$ cat config.mk
export PLATFORM = sky130hd
export DESIGN_NAME = ssa_arbiter
export DESIGN_NICKNAME = d
export VERILOG_FILES = /design/src/logic/ssa_pkg.sv /design/src/logic/ssa_rr_pick.sv /design/src/logic/ssa_seg_calc.sv /design/src/logic/ssa_arbiter.sv
export SDC_FILE = /design/constraint.sdc
export NUM_CORES = 1
export LEC_CHECK = 0
export BUFFER_PORTS_ARGS = -buffer_cell sky130_fd_sc_hd__buf_2
export CAP_MARGIN = 25
export CORE_ASPECT_RATIO = 1.75
export CORE_MARGIN = 5
export CORE_UTILIZATION = 51
export DETAILED_ROUTE_END_ITERATION = 10
export PLACE_DENSITY = 0.83
export SYNTH_ARGS = -nofsm -noshare
export SYNTH_HDL_FRONTEND = slang
export SYNTH_HIERARCHICAL = 1
export SYNTH_SLANG_ARGS = --single-unit
$ cat constraint.sdc
create_clock -name clk -period 7.98 [get_ports clk]
set_clock_uncertainty 0.05 [all_clocks]
set_input_delay 1.596 -clock clk [delete_from_list [all_inputs] [get_ports clk]]
set_output_delay 1.596 -clock clk [all_outputs]
set_load 0.01 [all_outputs]
$ cat src/logic/ssa_pkg.sv
// Overview of operation
// - Among contending masters at most one holds the grant; the others stay stalled.
// - The winner's address, data and control reach the slave; responses return to it.
// - Every master asserting read or write contends here; there is no address decode.
// - Each master has a configurable share count; each non-burst transfer uses one.
// - Under contention a master keeps the grant for its share count of transfers.
// - A granted master dropping its request forfeits its remaining shares.
// - A master granted anew gets its full configured share count back.
// - The grant passes among contending masters in round-robin order.
// - Only masters requesting at arbitration time are considered; idle ones are skipped.
// - Wait request stays high while a master requests without holding the grant.
// - Once a burst starts no other master reaches the slave until it completes.
// - For a burst the tenure follows the burst length; shares are ignored.
// - Bursts longer than the slave maximum split into maximum bursts plus remainder.
// - Toward a slave without bursts, one single transfer per master beat.
// - The grant stays with a split burst's master until the whole burst ends.
// - One idle cycle precedes each burst issued to the slave.
// - Toward a wrapping slave no issued burst crosses a slave burst boundary.
package ssa_pkg;

    localparam int NUM_M = 2;
    localparam int IDX_W = 1;
    localparam int ADDR_W = 32;
    localparam int DATA_W = 32;
    localparam int BE_W = 4;
    localparam int BCNT_W = 5;
    localparam int SHARE_W = 4;
    localparam int WORD_LSB = 2;

    localparam logic [ADDR_W-1:0] WORD_BYTES = 32'h0000_0004;
    localparam logic [BCNT_W-1:0] BCNT_ONE = 5'h01;
    localparam logic [BCNT_W-1:0] BCNT_ZERO = 5'h00;
    localparam logic [SHARE_W-1:0] SHARE_ONE = 4'h1;
    localparam logic [SHARE_W-1:0] SHARE_ZERO = 4'h0;

    localparam logic [IDX_W-1:0] RST_LAST_GRANT = 1'h1;
    localparam logic [IDX_W-1:0] RST_GRANT_IDX = 1'h0;
    localparam logic [NUM_M-1:0] RST_GRANT_OH = 2'h0;
    localparam logic [NUM_M-1:0] RST_WAITREQ = 2'h3;
    localparam logic [NUM_M-1:0] RST_READVALID = 2'h0;

    typedef enum logic [2:0]
    {
        ST_IDLE = 3'h0,
        ST_GAP = 3'h1,
        ST_LOAD = 3'h2,
        ST_WAIT = 3'h3,
        ST_ACK = 3'h4
    } ssa_state_e;

    typedef struct packed
    {
        logic read;
        logic write;
        logic [ADDR_W-1:0] address;
        logic [DATA_W-1:0] writedata;
        logic [BE_W-1:0] byteenable;
        logic [BCNT_W-1:0] burstcount;
    } ssa_cmd_s;

    function automatic logic [NUM_M-1:0] ssa_onehot(input logic [IDX_W-1:0] idx);
        ssa_onehot = '0;
        ssa_onehot[idx] = 1'b1;
    endfunction : ssa_onehot

endpackage : ssa_pkg

$ cat src/logic/ssa_rr_pick.sv
`timescale 1ns/10ps
`default_nettype none
module ssa_rr_pick
    import ssa_pkg::*;
(
    input wire logic [NUM_M-1:0] req,
    input wire logic [IDX_W-1:0] last,
    output logic valid,
    output logic [IDX_W-1:0] idx
);

    // Search starts just after the last winner; nearest requester wins
    always_comb
    begin
        logic [IDX_W-1:0] cand;
        cand = '0;
        valid = 1'b0;
        idx = last;
        for (int k = NUM_M; k >= 1; k--)
        begin
            cand = IDX_W'((int'(last) + k) % NUM_M);
            if (req[cand])
            begin
                valid = 1'b1;
                idx = cand;
            end
        end
    end

endmodule : ssa_rr_pick
`default_nettype wire

$ cat src/logic/ssa_seg_calc.sv
`timescale 1ns/10ps
`default_nettype none
module ssa_seg_calc
    import ssa_pkg::*;
(
    input wire logic [BCNT_W-1:0] totalLeft,
    input wire logic [ADDR_W-1:0] addr,
    input wire logic [BCNT_W-1:0] maxLen,
    input wire logic burstEn,
    input wire logic wrapEn,
    output logic [BCNT_W-1:0] segLen
);

    // Wrap boundary arithmetic assumes a power-of-two slave maximum
    always_comb
    begin
        logic [BCNT_W-1:0] lim;
        logic [BCNT_W-1:0] offs;
        logic [BCNT_W-1:0] toBnd;
        lim = (maxLen == BCNT_ZERO) ? BCNT_ONE : maxLen;
        offs = addr[WORD_LSB +: BCNT_W] & (lim - BCNT_ONE);
        toBnd = lim - offs;
        if (wrapEn && (toBnd < lim))
        begin
            lim = toBnd;
        end
        if (!burstEn || (totalLeft == BCNT_ZERO))
        begin
            segLen = BCNT_ONE;
        end
        else if (totalLeft > lim)
        begin
            segLen = lim;
        end
        else
        begin
            segLen = totalLeft;
        end
    end

endmodule : ssa_seg_calc
`default_nettype wire

$ cat src/logic/ssa_arbiter.sv
`timescale 1ns/10ps
`default_nettype none
module ssa_arbiter
    import ssa_pkg::*;
(
    input wire logic clk,
    input wire logic rst,
    input wire ssa_cmd_s [NUM_M-1:0] mCmd,
    output logic [NUM_M-1:0] mWaitReq_ff,
    output logic [DATA_W-1:0] mReadData_ff,
    output logic [NUM_M-1:0] mReadValid_ff,
    output ssa_cmd_s sCmd_ff,
    input wire logic sWaitReq,
    input wire logic [DATA_W-1:0] sReadData,
    input wire logic sReadValid,
    input wire logic [NUM_M-1:0][SHARE_W-1:0] shareCount,
    input wire logic [BCNT_W-1:0] slaveMaxBurst,
    input wire logic slaveBurstEn,
    input wire logic wrappingBurstFlag,
    output logic [NUM_M-1:0] grantOh_ff,
    output logic burstBusy_ff
);

    logic [NUM_M-1:0] mReq;
    ssa_state_e state_ff;
    ssa_state_e nxt_state;
    logic [IDX_W-1:0] grantIdx_ff;
    logic [IDX_W-1:0] lastGrant_ff;
    logic [IDX_W-1:0] readOwner_ff;
    logic [IDX_W-1:0] pickIdx;
    logic pickValid;
    logic burstMode_ff;
    logic segStart_ff;
    logic [BCNT_W-1:0] totalLeft_ff;
    logic [BCNT_W-1:0] segLeft_ff;
    logic [BCNT_W-1:0] segLen;
    logic [BCNT_W-1:0] pickCount;
    logic [SHARE_W-1:0] shareLeft_ff;
    logic [SHARE_W-1:0] pickShare;
    logic [ADDR_W-1:0] curAddr_ff;
    logic accept;
    logic startGrant;
    logic startBurst;
    logic release_;
    logic reseg;
    ssa_cmd_s gCmd;

    // Every master asserting read or write requests here; no address is decoded
    genvar gi;
    for (gi = 0; gi < NUM_M; gi++)
    begin : g_req
        assign mReq[gi] = mCmd[gi].read | mCmd[gi].write;
    end

    assign gCmd = mCmd[grantIdx_ff];
    assign accept = (state_ff == ST_WAIT) && !sWaitReq;
    assign startGrant = (state_ff == ST_IDLE) && pickValid;
    // Burst length is taken with the first beat
    assign pickCount = (mCmd[pickIdx].burstcount == BCNT_ZERO) ? BCNT_ONE : mCmd[pickIdx].burstcount;
    assign pickShare = (shareCount[pickIdx] == SHARE_ZERO) ? SHARE_ONE : shareCount[pickIdx];
    assign startBurst = pickCount > BCNT_ONE;
    assign release_ = (state_ff != ST_IDLE) && (nxt_state == ST_IDLE);
    // Non-burst slave: each beat is its own single transfer
    assign reseg = (state_ff == ST_ACK) && burstMode_ff && (segLeft_ff == BCNT_ZERO)
                   && (totalLeft_ff != BCNT_ZERO) && !slaveBurstEn;

    ssa_rr_pick u_pick
    (
        .req(mReq),
        .last(lastGrant_ff),
        .valid(pickValid),
        .idx(pickIdx)
    );

    ssa_seg_calc u_seg
    (
        .totalLeft(totalLeft_ff),
        .addr(curAddr_ff),
        .maxLen(slaveMaxBurst),
        .burstEn(slaveBurstEn),
        .wrapEn(wrappingBurstFlag),
        .segLen(segLen)
    );

    always_comb
    begin
        nxt_state = state_ff;
        case (state_ff)
            ST_IDLE:
            begin
                if (pickValid)
                begin
                    nxt_state = startBurst ? ST_GAP : ST_LOAD;
                end
            end
            ST_GAP:
            begin
                nxt_state = ST_LOAD;
            end
            ST_LOAD:
            begin
                if (!mReq[grantIdx_ff])
                begin
                    nxt_state = burstMode_ff ? ST_LOAD : ST_IDLE;
                end
                else
                begin
                    nxt_state = ST_WAIT;
                end
            end
            ST_WAIT:
            begin
                if (!sWaitReq)
                begin
                    nxt_state = ST_ACK;
                end
            end
            ST_ACK:
            begin
                if (burstMode_ff)
                begin
                    if (totalLeft_ff == BCNT_ZERO)
                    begin
                        nxt_state = ST_IDLE;
                    end
                    else if ((segLeft_ff == BCNT_ZERO) && slaveBurstEn)
                    begin
                        nxt_state = ST_GAP;
                    end
                    else
                    begin
                        nxt_state = ST_LOAD;
                    end
                end
                else
                begin
                    nxt_state = (shareLeft_ff == SHARE_ZERO) ? ST_IDLE : ST_LOAD;
                end
            end
            default:
            begin
                nxt_state = ST_IDLE;
            end
        endcase
    end

    always_ff @(posedge clk)
    begin
        if (rst)
        begin
            state_ff <= ST_IDLE;
        end
        else
        begin
            state_ff <= nxt_state;
        end
    end

    // Grant and rotation pointer
    always_ff @(posedge clk)
    begin
        if (rst)
        begin
            grantIdx_ff <= RST_GRANT_IDX;
            lastGrant_ff <= RST_LAST_GRANT;
            grantOh_ff <= RST_GRANT_OH;
            burstBusy_ff <= 1'b0;
        end
        else if (startGrant)
        begin
            grantIdx_ff <= pickIdx;
            lastGrant_ff <= pickIdx;
            grantOh_ff <= ssa_onehot(pickIdx);
            burstBusy_ff <= startBurst;
        end
        else if (release_)
        begin
            grantOh_ff <= RST_GRANT_OH;
            burstBusy_ff <= 1'b0;
        end
    end

    // Beat, segment and share bookkeeping
    always_ff @(posedge clk)
    begin
        if (rst)
        begin
            burstMode_ff <= 1'b0;
            totalLeft_ff <= BCNT_ZERO;
            segLeft_ff <= BCNT_ZERO;
            shareLeft_ff <= SHARE_ZERO;
            curAddr_ff <= '0;
            segStart_ff <= 1'b0;
        end
        else if (startGrant)
        begin
            burstMode_ff <= startBurst;
            totalLeft_ff <= pickCount;
            segLeft_ff <= BCNT_ONE;
            shareLeft_ff <= pickShare;
            curAddr_ff <= mCmd[pickIdx].address;
            segStart_ff <= 1'b1;
        end
        else if ((state_ff == ST_GAP) || reseg)
        begin
            segLeft_ff <= segLen;
            segStart_ff <= 1'b1;
        end
        else if (accept)
        begin
            totalLeft_ff <= totalLeft_ff - BCNT_ONE;
            segLeft_ff <= segLeft_ff - BCNT_ONE;
            shareLeft_ff <= burstMode_ff ? shareLeft_ff : shareLeft_ff - SHARE_ONE;
            curAddr_ff <= curAddr_ff + WORD_BYTES;
            segStart_ff <= 1'b0;
        end
    end

    // Slave command register
    always_ff @(posedge clk)
    begin
        if (rst)
        begin
            sCmd_ff <= '0;
        end
        else if ((state_ff == ST_LOAD) && mReq[grantIdx_ff])
        begin
            sCmd_ff.read <= gCmd.read;
            sCmd_ff.write <= gCmd.write;
            sCmd_ff.address <= burstMode_ff ? curAddr_ff : gCmd.address;
            sCmd_ff.writedata <= gCmd.writedata;
            sCmd_ff.byteenable <= gCmd.byteenable;
            if (!burstMode_ff)
            begin
                sCmd_ff.burstcount <= BCNT_ONE;
            end
            else if (segStart_ff)
            begin
                sCmd_ff.burstcount <= segLeft_ff;
            end
        end
        else if (accept)
        begin
            sCmd_ff.read <= 1'b0;
            sCmd_ff.write <= 1'b0;
        end
    end

    // Wait request is released for one cycle once the slave takes the beat
    always_ff @(posedge clk)
    begin
        if (rst)
        begin
            mWaitReq_ff <= RST_WAITREQ;
        end
        else if (accept)
        begin
            mWaitReq_ff <= ~ssa_onehot(grantIdx_ff);
        end
        else
        begin
            mWaitReq_ff <= RST_WAITREQ;
        end
    end

    // Read responses go back to the master that issued the read
    always_ff @(posedge clk)
    begin
        if (rst)
        begin
            readOwner_ff <= RST_GRANT_IDX;
            mReadData_ff <= '0;
            mReadValid_ff <= RST_READVALID;
        end
        else
        begin
            if (accept && sCmd_ff.read)
            begin
                readOwner_ff <= grantIdx_ff;
            end
            mReadData_ff <= sReadData;
            mReadValid_ff <= sReadValid ? ssa_onehot(readOwner_ff) : RST_READVALID;
        end
    end
endmodule : ssa_arbiter
`default_nettype wire

==> metrics.txt <==
r2r setup slk 2.52 ns; cells after synthesis 1065; CTS Buf Count 17; register area 3370 µm²; PD cells 282 nW/µm²; die height 187 µm; Async SR Flop Fraction 0%; static leakage 0.00470 µW; Core Box Area 17500 µm²; Crit. End Element register; cts hold-fix bufs 0; clk_lat worst skew 0.43 ns; RSZ-0062 raised after global routing false; Die Wd 111 µm; starting density of the core 51.9%; final wirelength 27500 µm; hold_sp sCmd_ff[52]; clk sinks 168; io pins 315; post-synth top area share 36.9%; fin cells 1568; most common cell after layout, fill and taps aside buf_2; GPL Wtd Cong 0.928; post-layout net count 1541; peak supply drop 0.144 mV; PortBufs 314; Max-cap violations 0; largest net degree at the start of global routing 110; Ys Warns 6; Worst Hold End sCmd_ff[52]; top cells by area, synth dfxtp_1 (37%), mux2i_1 (10%), nand2_1 (5.2%); Tmin final 6.65 ns; synthesized cell area 9110 µm²; Hold Crit Class register to register; FF+latch count, synth 168; Max Slew Vio Count 0; footprint of the multi-input gates 5310 µm²; Tightest Pin Transition 0.987 ns; CTS tree built; final worst path period share 83.3%; worst relative slew slack 33.7%; initial antenna violation count 1; share of layout cells above drive strength 1 30.7%; Req. time, crit path 8.28 ns; CTS H-tree lvls 4; most used flip-flop cell after synthesis dfxtp_1; final setup TNS 0 ns; CTS Buffer Depth 2; Layout fillers 1503; Worst Hold Depth 2; crit-path max FO 11; sequential area share after synthesis 36.9%; Distinct cells, synth 86; dominant cell type by area after synthesis dfxtp_1; final setup vio count 0; clk slew on worst S/H paths 0.07 ns; ANT cells 0; Worst R2R Start curAddr_ff[3]; f_max 150 MHz; overall global routing resource usage 25.8%; Post-synth EDFFs 0; Mapped Avg Cell Area 8.55 µm²; GRT Residual Overflow 0; antenna-violating nets left 0; worst reg2reg path depth 23; CP Data Arrival Time 6.95 ns; CTS root buf clkbuf_16; Vias 9122; Worst setup SP type primary input; WL per Instance 17.5 µm; first-pass GRT wire length 44600 µm; commonest cells after routing, fill and taps aside buf_2 (313), dfxtp_1 (167), nand2_1 (126); Pre-Repair DR Iteration Count 5; outcome finished clean; Syn Nets 1282; Core Rows 64; Area Growth Syn to Fin 23.8%; CP Class primary input to register; vias in the first global route 9251; Cells after DPL 1535; Die ar. 20700 µm²; PostCTS Resize Cnt 0; Vias/cell 5.82; drt drc 0; Starting DRT DRC Count 520; hpwl dp 20100 µm; post-CTS setup buffer count 0; final hold violations 0; worst r2r dst segLeft_ff[4]
## routing by layer
metal / vias to the layer above / wire [µm] / share of wire (%) / global-route usage (%)
met3: 75 / 1960 / 7.1 / 6.48
li1: 4429 / - / - / -
met4: 2 / 1010 / 3.7 / 12.1
met5: - / 7 / 0.025 / 0
met1: 4212 / 10000 / 36 / 27.0
met2: 404 / 14500 / 53 / 47.7
## cells in the mapped netlist (16+ instances only)
| library cell | count |
|---|---|
| nor2b_1 | 43 |
| inv_1 | 21 |
| and3_1 | 18 |
| a21oi_1 | 69 |
| mux2i_1 | 95 |
| mux2_2 | 18 |
| o21ai_0 | 32 |
| clkbuf_1 | 52 |
| nor3_1 | 16 |
| a211oi_1 | 53 |
| dfxtp_1 | 168 |
| nor2_1 | 71 |
| nand2_1 | 126 |
| ha_1 | 16 |
| nand4_1 | 17 |
| o211ai_1 | 41 |
## worst max-delay path by stage
stage | startpoint | cells past startpoint | to
floorplan | slaveMaxBurst[1] | 25 | segLeft_ff[3]
global placement | slaveMaxBurst[2] | 25 | segLeft_ff[4]
detailed placement | slaveMaxBurst[2] | 25 | segLeft_ff[4]
CTS | slaveMaxBurst[2] | 25 | segLeft_ff[4]
global route | slaveMaxBurst[2] | 25 | segLeft_ff[4]
finish | slaveMaxBurst[2] | 25 | segLeft_ff[4]
## state kept, by name, indices dropped and copies added, names as in the netlist, 2 cells and up
signal         flops
sCmd_ff           75
curAddr_ff        32
mReadData_ff      32
segLeft_ff         5
totalLeft_ff       5
shareLeft_ff       4
state_ff           3
grantOh_ff         2
mReadValid_ff      2
mWaitReq_ff        2
## cells by family after synthesis
| group | Yosys count | share of synthesized area [%] |
|---|---|---|
| flip-flops | 168 | 36.9 |
| adder cells (fa/ha/maj) | 17 | 2.32 |
| XOR/XNOR | 15 | 1.44 |
| AO/OA/AOI/OAI | 270 | 20.2 |
| buffers and inverters | 106 | 5.00 |
| multiplexers | 113 | 12.7 |
| AND/OR/NAND/NOR | 376 | 21.4 |
## through the flow
stage	utilization (%)	area [µm²]	setup slack (ns)	hold WS, ns	total power [µW]
after detailed placement	61.0	10700	1.09	0.394	2390
after floorplan	-	9110	1.89	0.362	2020
final	64.3	11300	1.33	0.402	3180
after global placement	61.0	10700	1.37	0.379	2350
after CTS	64.2	11300	1.51	0.404	3180
after global routing	64.3	11300	0.973	0.418	3390
## area by class of cell
type	count	share of cell area, %
clock buffers	20	4.05
clock inverters	12	0.921
inverters	21	0.699
multi-input cells	791	47.1
flip-flops and latches	168	29.9
well taps	231	2.56
repair buffers	325	14.8
## where the power goes
part | total [µW] | switching, µW | internal, µW
Clock | 789 | 365 | 424
Sequential | 1200 | 193 | 1000
Combinational | 1190 | 691 | 502
## critical path, cell delays in order
cell and delay (ns):
buf_2 0.20, nor3_1 0.11, a21oi_1 0.34, nand2_1 0.10
ha_1 0.24, a21o_1 0.20, a31oi_1 0.21, xnor2_1 0.16
ha_1 0.34, nand2_1 0.18, or2_1 0.31, o21ai_0 0.48
o21ai_0 0.25, and2_1 0.22, ha_1 0.28, nor2b_1 0.13
o211ai_1 0.10, a21oi_1 0.15, buf_4 0.20, nand2_1 0.07
or4b_1 0.50, o211ai_2 0.09, nor2b_1 0.20, nand4_1 0.12
a31oi_1 0.18
(Power assumes the default switching activity.)
